[config.mk]
export PLATFORM = sky130hd
export DESIGN_NAME = port_a_low_pin_mux
export DESIGN_NICKNAME = d
export VERILOG_FILES = /design/src/hw/port_a_low_pin_mux_pkg.sv /design/src/hw/port_a_low_pin_mux.sv
export VERILOG_INCLUDE_DIRS = /design/src /design/src/hw
export SDC_FILE = /design/constraint.sdc
export NUM_CORES = 1
export LEC_CHECK = 0
export BUFFER_PORTS_ARGS = -buffer_cell sky130_fd_sc_hd__buf_2
export CORE_MARGIN = 3
export CORE_UTILIZATION = 49
export DETAILED_ROUTE_END_ITERATION = 16
export PLACE_DENSITY = 0.83
export REMOVE_ABC_BUFFERS = 1
export SLEW_MARGIN = 15
export SYNTH_ARGS = -nofsm -noshare
export SYNTH_HDL_FRONTEND = slang
export SYNTH_SLANG_ARGS = --single-unit
[constraint.sdc]
create_clock -name sys_clk -period 3.8 [get_ports sys_clk]
set_clock_uncertainty 0.15 [all_clocks]
set_input_delay 0.57 -clock sys_clk [delete_from_list [all_inputs] [get_ports sys_clk]]
set_output_delay 0.57 -clock sys_clk [all_outputs]
set_load 0.03 [all_outputs]
[src/hw/port_a_low_pin_mux_consts.svh]
// constants for the port A low pin multiplexer: field positions,
// configuration codes, remap bit positions, reset values
// assumes the including file already switched implicit nets off
//
// Notes on behaviour
// RL1 - pin 0 connects to the USB minus line when its field selects analog
// RL2 - pin 1 connects to the USB plus line when its field selects analog
// RL3 - timer B channel 1 uses pin 0 while remap bit 4 is clear
// RL4 - SPI master data out drives pin 0 unless timer channel 1 owns it
// RL5 - SPI slave data in is taken from pin 0
// RL6 - timer B channel 3 uses pin 1 while remap bit 6 is clear
// RL7 - two-wire data uses pin 1 open-drain unless timer channel 3 owns it
// RL8 - SPI slave data out drives pin 1 unless timer channel 3 owns it
// RL9 - SPI master data in is taken from pin 1
// RL10 - timer B channel 4 uses pin 2 while remap bit 7 is clear
// RL11 - two-wire clock uses pin 2 open-drain unless timer channel 4 owns it
// RL12 - SPI master clock drives pin 2 unless timer channel 4 owns it
// RL13 - SPI slave clock is taken from pin 2
// RL14 - SPI slave select, active low, is taken from pin 3
// RL15 - timer B channel 2 uses pin 3 while remap bit 5 is clear
// RL16 - mode picks SPI or two-wire; SPI config bit 4 picks master or slave
// RL17 - external interrupts C and D each select any digital pin
// RL18 - a pin is plain digital I/O unless alternate or analog selected
`ifndef PORT_A_LOW_PIN_MUX_CONSTS_SVH
`define PORT_A_LOW_PIN_MUX_CONSTS_SVH

// ----------------------------------------------------------------
// pin configuration field codes, four bits per pin
// ----------------------------------------------------------------
`define PA_CFG_FIELD_W 4
`define PA_CFG_ANALOG 4'h0
`define PA_CFG_OUT 4'h1
`define PA_CFG_OUT_OD 4'h5
`define PA_CFG_IN 4'h4
`define PA_CFG_IN_PULL 4'h8
`define PA_CFG_ALT 4'h9
`define PA_CFG_ALT_OD 4'hD

// ----------------------------------------------------------------
// timer remap option bits, channel enable bits and the SPI master bit
// ----------------------------------------------------------------
`define TB_REMAP_CH1_BIT 4
`define TB_REMAP_CH2_BIT 5
`define TB_REMAP_CH3_BIT 6
`define TB_REMAP_CH4_BIT 7
`define TB_CH1_IDX 0
`define TB_CH2_IDX 1
`define TB_CH3_IDX 2
`define TB_CH4_IDX 3
`define SB_SPI_MASTER_BIT 4

// ----------------------------------------------------------------
// reset values
// ----------------------------------------------------------------
`define PA_PAD_OUT_RST 4'h0
`define PA_PAD_OE_N_RST 4'hF
`define SB_IDLE_HIGH_RST 1'h1

`endif

[src/hw/port_a_low_pin_mux_pkg.sv]
// types for the port A low pin multiplexer
// assumes nothing beyond a SystemVerilog compiler
`default_nettype none

package port_a_low_pin_mux_pkg;

    // serial controller B operating mode
    typedef enum logic [1:0] {
        SER_OFF,
        SER_UART,
        SER_SPI,
        SER_TWI
    } serial_mode_t;

    // decoded pin configuration
    typedef enum logic [2:0] {
        PM_ANALOG,
        PM_OUT,
        PM_OUT_OD,
        PM_IN,
        PM_ALT,
        PM_ALT_OD
    } pin_mode_t;

endpackage

`default_nettype wire
[src/hw/port_a_low_pin_mux.sv]
// pin multiplexer for port A pins 0 to 3: routes each pad among
// digital I/O, timer B channels and serial controller B, and pins 0 and 1 to the USB lines
// assumes control inputs are sys_clk registers and
// that pad inputs are asynchronous; the top level resolves pad wires
`timescale 1ns/10ps
`default_nettype none
`include "port_a_low_pin_mux_consts.svh"

module port_a_low_pin_mux
    import port_a_low_pin_mux_pkg::*;
#(
    parameter int NUM_GPIO = 32,
    parameter int SEL_W = 5
) (
    // clock and reset
    input wire logic sys_clk,
    input wire logic rst_n,
    // package pads
    input wire logic [3:0] pad_in,
    output logic [3:0] pad_out,
    output logic [3:0] pad_oe_n,
    // analog switches to the USB transceiver
    output logic usb_minus_line_connect,
    output logic usb_plus_line_connect,
    // configuration
    input wire logic [15:0] port_a_low_config,
    input wire logic [7:0] timer_b_remap_option,
    input wire logic [3:0] timer_b_channel_output_enable,
    input wire logic [1:0] serial_b_mode_select,
    input wire logic [7:0] serial_b_spi_config,
    // general-purpose data
    input wire logic [3:0] gpio_out,
    output logic [3:0] gpio_in,
    // timer B channels, bit 0 is channel 1
    input wire logic [3:0] timer_b_channel_out,
    output logic [3:0] timer_b_channel_in,
    output logic [3:0] timer_b_channel_in_sel,
    // serial controller B, outputs from the controller
    input wire logic serial_b_mosi_out,
    input wire logic serial_b_miso_out,
    input wire logic serial_b_spi_clock_out,
    input wire logic serial_b_twowire_data_out,
    input wire logic serial_b_twowire_clock_out,
    // serial controller B, inputs to the controller
    output logic serial_b_mosi_in,
    output logic serial_b_miso_in,
    output logic serial_b_spi_clock_in,
    output logic serial_b_slave_select_n,
    output logic serial_b_twowire_data_in,
    output logic serial_b_twowire_clock_in,
    // external interrupt pin selection
    input wire logic [NUM_GPIO-1:0] other_pins_in,
    input wire logic [SEL_W-1:0] ext_int_c_source_select,
    input wire logic [SEL_W-1:0] ext_int_d_source_select,
    output logic external_interrupt_c,
    output logic external_interrupt_d
);

    // ----------------------------------------------------------------
    // helpers
    // ----------------------------------------------------------------

    // decode one four-bit field; unknown codes behave as plain input
    function automatic pin_mode_t decode_cfg(
        input logic [15:0] cfg,
        input int idx
    );
        logic [3:0] f;
        f = cfg[idx*`PA_CFG_FIELD_W +: `PA_CFG_FIELD_W];
        case (f)
            `PA_CFG_ANALOG: decode_cfg = PM_ANALOG;
            `PA_CFG_OUT: decode_cfg = PM_OUT;
            `PA_CFG_OUT_OD: decode_cfg = PM_OUT_OD;
            `PA_CFG_ALT: decode_cfg = PM_ALT;
            `PA_CFG_ALT_OD: decode_cfg = PM_ALT_OD;
            default: decode_cfg = PM_IN;
        endcase
    endfunction

    // pick one pin level out of the whole-device pin vector
    function automatic logic pick_pin(
        input logic [NUM_GPIO-1:0] pins,
        input logic [SEL_W-1:0] sel
    );
        pick_pin = 1'b0;
        for (int k = 0; k < NUM_GPIO; k++) begin
            if (sel == SEL_W'(k)) begin
                pick_pin = pins[k];
            end
        end
    endfunction

    // ----------------------------------------------------------------
    // reset release
    // ----------------------------------------------------------------
    logic rst_meta_r;
    logic rst_sync_n;

    // release is synchronised so every flop leaves reset on one edge
    always_ff @(posedge sys_clk or negedge rst_n) begin
        if (!rst_n) begin
            rst_meta_r <= 1'b0;
            rst_sync_n <= 1'b0;
        end else begin
            rst_meta_r <= 1'b1;
            rst_sync_n <= rst_meta_r;
        end
    end

    // ----------------------------------------------------------------
    // pad input synchronisers
    // ----------------------------------------------------------------
    logic [3:0] pad_meta_r;
    logic [3:0] pad_sync_r;
    pin_mode_t mode [4];

    generate
        for (genvar i = 0; i < 4; i++) begin : g_sync
            // the first stage feeds only the second stage
            always_ff @(posedge sys_clk or negedge rst_sync_n) begin
                if (!rst_sync_n) begin
                    pad_meta_r[i] <= 1'b0;
                    pad_sync_r[i] <= 1'b0;
                end else begin
                    pad_meta_r[i] <= pad_in[i];
                    pad_sync_r[i] <= pad_meta_r[i];
                end
            end
            assign mode[i] = decode_cfg(port_a_low_config, i);
        end
    endgenerate

    // ----------------------------------------------------------------
    // ownership decode
    // ----------------------------------------------------------------
    serial_mode_t ser_mode;
    logic spi_master;
    logic spi_slave;
    logic twi_on;
    logic [3:0] tim_mapped;
    logic [3:0] tim_drives;

    assign ser_mode = serial_mode_t'(serial_b_mode_select);
    // role bit only matters once SPI is chosen
    assign spi_master = (ser_mode == SER_SPI) &&
        serial_b_spi_config[`SB_SPI_MASTER_BIT];  // see RL16
    assign spi_slave = (ser_mode == SER_SPI) &&
        !serial_b_spi_config[`SB_SPI_MASTER_BIT];  // see RL16
    assign twi_on = (ser_mode == SER_TWI);  // see RL16

    // channel lives on this port only while its remap bit is clear
    assign tim_mapped[0] = !timer_b_remap_option[`TB_REMAP_CH1_BIT];  // see RL3
    assign tim_mapped[1] = !timer_b_remap_option[`TB_REMAP_CH3_BIT];  // see RL6
    assign tim_mapped[2] = !timer_b_remap_option[`TB_REMAP_CH4_BIT];  // see RL10
    assign tim_mapped[3] = !timer_b_remap_option[`TB_REMAP_CH2_BIT];  // see RL15

    // the timer output wins the pad over any serial function
    assign tim_drives[0] = tim_mapped[0] &&
        timer_b_channel_output_enable[`TB_CH1_IDX];  // see RL3
    assign tim_drives[1] = tim_mapped[1] &&
        timer_b_channel_output_enable[`TB_CH3_IDX];  // see RL6
    assign tim_drives[2] = tim_mapped[2] &&
        timer_b_channel_output_enable[`TB_CH4_IDX];  // see RL10
    assign tim_drives[3] = tim_mapped[3] &&
        timer_b_channel_output_enable[`TB_CH2_IDX];  // see RL15

    // ----------------------------------------------------------------
    // alternate function source per pin
    // ----------------------------------------------------------------
    logic [3:0] alt_val;
    logic [3:0] alt_en;
    logic [3:0] alt_od;

    // alt_od marks serial open-drain functions, needing the
    // open-drain alternate code; push-pull ones the plain code
    always_comb begin
        alt_val = 4'h0;
        alt_en = 4'h0;
        alt_od = 4'h0;
        // pin 0: timer channel 1, else SPI master data out
        if (tim_drives[0]) begin
            alt_val[0] = timer_b_channel_out[`TB_CH1_IDX];  // see RL3
            alt_en[0] = 1'b1;
        end else if (spi_master) begin
            alt_val[0] = serial_b_mosi_out;  // see RL4
            alt_en[0] = 1'b1;
        end
        // pin 1: timer channel 3, else two-wire data, else slave out
        if (tim_drives[1]) begin
            alt_val[1] = timer_b_channel_out[`TB_CH3_IDX];  // see RL6
            alt_en[1] = 1'b1;
        end else if (twi_on) begin
            alt_val[1] = serial_b_twowire_data_out;  // see RL7
            alt_en[1] = 1'b1;
            alt_od[1] = 1'b1;
        end else if (spi_slave) begin
            alt_val[1] = serial_b_miso_out;  // see RL8
            alt_en[1] = 1'b1;
        end
        // pin 2: timer channel 4, else two-wire clock, else SPI clock
        if (tim_drives[2]) begin
            alt_val[2] = timer_b_channel_out[`TB_CH4_IDX];  // see RL10
            alt_en[2] = 1'b1;
        end else if (twi_on) begin
            alt_val[2] = serial_b_twowire_clock_out;  // see RL11
            alt_en[2] = 1'b1;
            alt_od[2] = 1'b1;
        end else if (spi_master) begin
            alt_val[2] = serial_b_spi_clock_out;  // see RL12
            alt_en[2] = 1'b1;
        end
        // pin 3: only timer channel 2 has an output here
        if (tim_drives[3]) begin
            alt_val[3] = timer_b_channel_out[`TB_CH2_IDX];  // see RL15
            alt_en[3] = 1'b1;
        end
    end

    // ----------------------------------------------------------------
    // pad drive
    // ----------------------------------------------------------------
    logic [3:0] pad_out_r;
    logic [3:0] pad_oe_n_r;
    logic [3:0] pad_out_nxt;
    logic [3:0] pad_oe_n_nxt;

    // open-drain serial function on the plain alternate code stays off the pad
    // rather than fight a bus it was not set up for
    always_comb begin
        pad_out_nxt = 4'h0;
        pad_oe_n_nxt = 4'hF;
        for (int i = 0; i < 4; i++) begin
            case (mode[i])
                PM_OUT: begin
                    pad_out_nxt[i] = gpio_out[i];  // see RL18
                    pad_oe_n_nxt[i] = 1'b0;
                end
                PM_OUT_OD: begin
                    pad_out_nxt[i] = 1'b0;
                    pad_oe_n_nxt[i] = gpio_out[i];  // see RL18
                end
                PM_ALT: begin
                    if (alt_en[i] && !alt_od[i]) begin
                        pad_out_nxt[i] = alt_val[i];
                        pad_oe_n_nxt[i] = 1'b0;
                    end
                end
                PM_ALT_OD: begin
                    // open drain: only a low is driven
                    if (alt_en[i]) begin
                        pad_out_nxt[i] = 1'b0;
                        pad_oe_n_nxt[i] = alt_val[i];  // see RL7 RL11
                    end
                end
                default: begin
                    // analog and input codes leave the pad released
                    pad_out_nxt[i] = 1'b0;
                    pad_oe_n_nxt[i] = 1'b1;
                end
            endcase
        end
    end

    always_ff @(posedge sys_clk or negedge rst_sync_n) begin
        if (!rst_sync_n) begin
            pad_out_r <= `PA_PAD_OUT_RST;
            pad_oe_n_r <= `PA_PAD_OE_N_RST;
        end else begin
            pad_out_r <= pad_out_nxt;
            pad_oe_n_r <= pad_oe_n_nxt;
        end
    end

    assign pad_out = pad_out_r;
    assign pad_oe_n = pad_oe_n_r;

    // ----------------------------------------------------------------
    // USB analog switches
    // ----------------------------------------------------------------
    logic usb_minus_r;
    logic usb_plus_r;

    always_ff @(posedge sys_clk or negedge rst_sync_n) begin
        if (!rst_sync_n) begin
            usb_minus_r <= 1'b0;
            usb_plus_r <= 1'b0;
        end else begin
            usb_minus_r <= (mode[0] == PM_ANALOG);  // see RL1
            usb_plus_r <= (mode[1] == PM_ANALOG);  // see RL2
        end
    end

    assign usb_minus_line_connect = usb_minus_r;
    assign usb_plus_line_connect = usb_plus_r;

    // ----------------------------------------------------------------
    // digital input readback
    // ----------------------------------------------------------------
    logic [3:0] gpio_in_r;
    logic [3:0] pin_level;

    // the input buffer is off in analog mode, so it reads low
    always_comb begin
        for (int i = 0; i < 4; i++) begin
            pin_level[i] = (mode[i] == PM_ANALOG) ? 1'b0 : pad_sync_r[i];
        end
    end

    always_ff @(posedge sys_clk or negedge rst_sync_n) begin
        if (!rst_sync_n) begin
            gpio_in_r <= 4'h0;
        end else begin
            gpio_in_r <= pin_level;  // see RL18
        end
    end

    assign gpio_in = gpio_in_r;

    // ----------------------------------------------------------------
    // timer capture inputs
    // ----------------------------------------------------------------
    logic [3:0] tim_in_r;
    logic [3:0] tim_sel_r;
    logic [3:0] tim_in_nxt;
    logic [3:0] tim_sel_nxt;

    // channels indexed by number, not by pin
    always_comb begin
        tim_sel_nxt[`TB_CH1_IDX] = tim_mapped[0];  // see RL3
        tim_sel_nxt[`TB_CH3_IDX] = tim_mapped[1];  // see RL6
        tim_sel_nxt[`TB_CH4_IDX] = tim_mapped[2];  // see RL10
        tim_sel_nxt[`TB_CH2_IDX] = tim_mapped[3];  // see RL15
        tim_in_nxt[`TB_CH1_IDX] = tim_mapped[0] & pin_level[0];
        tim_in_nxt[`TB_CH3_IDX] = tim_mapped[1] & pin_level[1];
        tim_in_nxt[`TB_CH4_IDX] = tim_mapped[2] & pin_level[2];
        tim_in_nxt[`TB_CH2_IDX] = tim_mapped[3] & pin_level[3];
    end

    always_ff @(posedge sys_clk or negedge rst_sync_n) begin
        if (!rst_sync_n) begin
            tim_in_r <= 4'h0;
            tim_sel_r <= 4'h0;
        end else begin
            tim_in_r <= tim_in_nxt;
            tim_sel_r <= tim_sel_nxt;
        end
    end

    assign timer_b_channel_in = tim_in_r;
    assign timer_b_channel_in_sel = tim_sel_r;

    // ----------------------------------------------------------------
    // serial controller inputs
    // ----------------------------------------------------------------
    logic mosi_in_r;
    logic miso_in_r;
    logic sclk_in_r;
    logic ssel_n_r;
    logic sda_in_r;
    logic scl_in_r;

    // unused inputs idle inactive: select high,
    // two-wire lines high, so no false start
    always_ff @(posedge sys_clk or negedge rst_sync_n) begin
        if (!rst_sync_n) begin
            mosi_in_r <= 1'b0;
            miso_in_r <= 1'b0;
            sclk_in_r <= 1'b0;
            ssel_n_r <= `SB_IDLE_HIGH_RST;
            sda_in_r <= `SB_IDLE_HIGH_RST;
            scl_in_r <= `SB_IDLE_HIGH_RST;
        end else begin
            mosi_in_r <= spi_slave & pin_level[0];  // see RL5
            miso_in_r <= spi_master & pin_level[1];  // see RL9
            sclk_in_r <= spi_slave & pin_level[2];  // see RL13
            ssel_n_r <= !spi_slave | pin_level[3];  // see RL14
            sda_in_r <= !twi_on | pin_level[1];  // see RL7
            scl_in_r <= !twi_on | pin_level[2];  // see RL11
        end
    end

    assign serial_b_mosi_in = mosi_in_r;
    assign serial_b_miso_in = miso_in_r;
    assign serial_b_spi_clock_in = sclk_in_r;
    assign serial_b_slave_select_n = ssel_n_r;
    assign serial_b_twowire_data_in = sda_in_r;
    assign serial_b_twowire_clock_in = scl_in_r;

    // ----------------------------------------------------------------
    // external interrupt source selection
    // ----------------------------------------------------------------
    logic [NUM_GPIO-1:0] all_pins;
    logic irq_c_r;
    logic irq_d_r;

    // own four pins replace their slots in the device vector
    always_comb begin
        all_pins = other_pins_in;
        all_pins[3:0] = pin_level;
    end

    // out-of-range selects read low
    always_ff @(posedge sys_clk or negedge rst_sync_n) begin
        if (!rst_sync_n) begin
            irq_c_r <= 1'b0;
            irq_d_r <= 1'b0;
        end else begin
            irq_c_r <= pick_pin(all_pins, ext_int_c_source_select);  // see RL17
            irq_d_r <= pick_pin(all_pins, ext_int_d_source_select);  // see RL17
        end
    end

    assign external_interrupt_c = irq_c_r;
    assign external_interrupt_d = irq_d_r;

endmodule

`default_nettype wire

==> impl_metrics.toml <==
[run_status]
status = "finished clean"

[timing]
drv_slew = 0
finalSetupViolCount = 0
tns_ns = 0
max_freq_ghz = 0.5017
rsz0062_at_grt = "false"
fin_crit_ns = 1.993
tightest_slew_ns = 0.8095
finalHoldViolations = 0
post-route-period-util_pct = 52.45
relSlewSlack_pct = 46.03

[setup_path]
critPathRequiredTime_ns = 3.82
path_class = "input port to flip-flop"
arrival_ns = 2.01
start_kind = "input port"
r2r_end = "external_interrupt_d$_DFF_PN0_"
worst-path-max-fanout = 22
r2r_cells = 6
end_kind = "flip-flop"
regToRegSetupSlack_ns = 2.27
r2r-start = "pad_sync_r[3]$_DFF_PN0_"

[routing]
drcViolationCount = 0
vias_per_cell = 5.616
wirelength_um = 6369
vias = 2426
wire_per_inst_um = 14.74
drt_iter0_drc = 135
drtPass1Iterations = 4
antenna_left = 0

[synthesis]
synth_warnings = 0
ys_seq_area_share_pct = 40.19
yosys.area_share.xor_xnor_pct = 0
synthMuxAreaShare_pct = 9.213
synthSimpleGateAreaFrac_pct = 19.07
synth_edf_count = 0
syn_area_um2 = 2512
synthFlopType = "dfrtp_1"
synth_top_family_by_area = "compound AO/OA/AOI/OAI gates"
avgSynthCellArea_um2 = 9.814
synth_adder_area_share_pct = 0
ys_ff_latch = 40
synth_compound_area_share_pct = 25.60
async_flop_share_pct = 100.0
synth_cells = 256
yosysUniqueCellTypes = 64

[global_route]
antenna_found_initial = 0
grt_pass1_vias = 2219
grt_max_degree = 39
grt_overflow_total = 0
grt_usage_pct = 20.92
grt_pass1_wl_um = 10260

[floorplanning]
io_pins = 129
coreArea_um2 = 4848
die_h_um = 77.61
die-area_um2 = 6023
start_util_pct = 51.82
die_w_um = 77.61
row_count = 25

[final_layout]
diodes = 0
area_growth_pct = 28.04
nets = 463
finalNonFillerCells = 432
drive_above_1_share_pct = 40.00

[min_path]
hold_path_depth = 0
min_from = "pad_meta_r[2]$_DFF_PN0_"
hold_end = "pad_sync_r[2]$_DFF_PN0_"
hold_path_class = "flip-flop to flip-flop"

[cts]
clk_pin_slew_worst_paths_ns = 0.08
cts_resized = 0
cts_sinks = 40
clk_path_buf_depth = 2
cts-root-buf = "clkbuf_8"
cts_max_level = 2
cts_tree = "built"
cts_hold_buf = 1
postCtsSetupRepairBufs = 0
insertion_delay_ns = 0.29
cts_buffers = 5

[flow_run]
maxCapViolations = 0

[placement]
port_buffers = 113
gp_congestion = 0.9264
dp.cells = 423
place_hpwl_um = 4975

[pwr]
ir_worst_vdd_mv = 0.2321
p_leak_nw = 1.570
power.density_nw_per_um2 = 335.5
==> registers in the layout, indices dropped and copies added (netlist names), 4 cells and up <==
signal and cells:
timer_b_channel_in 4, pad_out 4, pad_meta_r 4, pad_oe_n 4, timer_b_channel_in_sel 4, pad_sync_r 4, gpio_in 4
==> final cells by class <==
class	count	area (um^2)
clock buffer	6	82.58
clock inverter	2	38.79
fill	400	1632
inverter	18	67.56
multi-input combinational	185	1358
sequential	40	1011
tap	67	83.83
timing repair buffer	114	575.6
==> worst max-delay path by stage <==
stage | endpoint | slack, ns | startpoint | cells after the start
after global placement | external_interrupt_c$_DFF_PN0_ | 1.52 | ext_int_c_source_select[0] | 6
after global routing | external_interrupt_c$_DFF_PN0_ | 1.65 | ext_int_c_source_select[0] | 6
after floorplan | external_interrupt_d$_DFF_PN0_ | 1.91 | port_a_low_config[12] | 6
after CTS | external_interrupt_c$_DFF_PN0_ | 1.80 | ext_int_c_source_select[0] | 6
after detailed placement | external_interrupt_c$_DFF_PN0_ | 1.49 | ext_int_c_source_select[0] | 6
final | external_interrupt_c$_DFF_PN0_ | 1.81 | ext_int_c_source_select[0] | 6
==> placed cells by master (no fill, tap or decap), types with 2 or more instances in the layout <==
cell         n
a2111oi_0    2
a211o_1      5
a211oi_1     6
a21oi_1      6
a221oi_1     3
a22oi_1      3
a31oi_1      5
buf_2      113
clkbuf_8     6
dfrtp_1     32
dfstp_2      7
inv_1       16
inv_2        2
mux2i_1     16
mux4_2       2
nand2_1     18
nand2b_1    12
nand3_1      7
nand3b_1     2
nand4_1      3
nor2_1      18
nor2b_1      9
nor3_1       7
nor3b_1      4
nor4_1       2
o21ai_0      9
o21ai_1      2
o21bai_1     2
o221ai_1     2
o22ai_1      3
o31ai_1      3
o41ai_4      4
==> routing by layer <==
metal  wire length [um]  up-vias  global-route usage [%]
li1                   -     1168                       -
met1               2771     1141                   29.62
met2               3049      104                   32.53
met3                436       13                   3.944
met4                111        0                   6.228
met5                  0        -                       0
==> critical path, cell delays in order <==
cell and delay, ns:
buf_2 0.37, mux2i_1 0.29, a211oi_1 0.10, o31a_1 0.30, a311oi_1 0.28, a21oi_2 0.10
==> where the power goes <==
part	switching [mW]	total (mW)	internal [mW]
Combinational	0.149	0.252	0.103
Sequential	0.0133	0.463	0.450
Clock	0.150	0.365	0.215
Total	0.312	1.08	0.767
==> per-stage QoR <==
step	utilization (%)	setup slack, ns	total power, mW	hold slack (ns)	instance area [um^2]
after floorplan	-	1.907	0.6022	0.1244	2435
after detailed placement	63.64	1.490	0.7202	0.1847	3085
after CTS	66.35	1.796	1.083	0.1972	3217
final	66.35	1.807	1.079	0.1969	3217
after global placement	63.64	1.525	0.7156	0.1814	3085
after global routing	66.35	1.647	1.134	0.2136	3217
==> Yosys cell counts, types with 2 or more instances <==
cell,instances,area share (%)
a211oi_1,6,1.8
a2111oi_0,2,0.70
o21ai_1,2,0.40
nand4_1,3,0.75
o22ai_1,3,0.75
inv_2,2,0.30
nand3b_1,2,0.60
nor4_1,2,0.50
nor2b_1,9,2.2
o41ai_4,4,4.4
a221oi_1,3,1.0
o221ai_1,2,0.70
mux2i_1,16,6.4
nand2b_1,12,3.0
mux4_2,2,1.8
inv_1,16,2.4
o31ai_1,3,0.90
a211o_1,5,1.7
buf_4,3,0.90
a22oi_1,3,0.90
buf_2,8,1.6
a31oi_1,5,1.2
nand2_1,18,2.7
o21bai_1,2,0.60
nor3b_1,4,1.2
nor2_1,18,2.7
o21ai_0,9,1.8
dfrtp_1,33,33
nand3_1,7,1.4
a21oi_1,6,1.2
nor3_1,7,1.4
dfstp_2,7,7.3
==> kinds of logic after synthesis <==
group,count (synthesis)
AND/OR/NAND/NOR,90
flip-flops,40
multiplexers,20
buffers and inverters,31
AO/OA/AOI/OAI,74
other,1
Power figures use the tool's default switching activity.
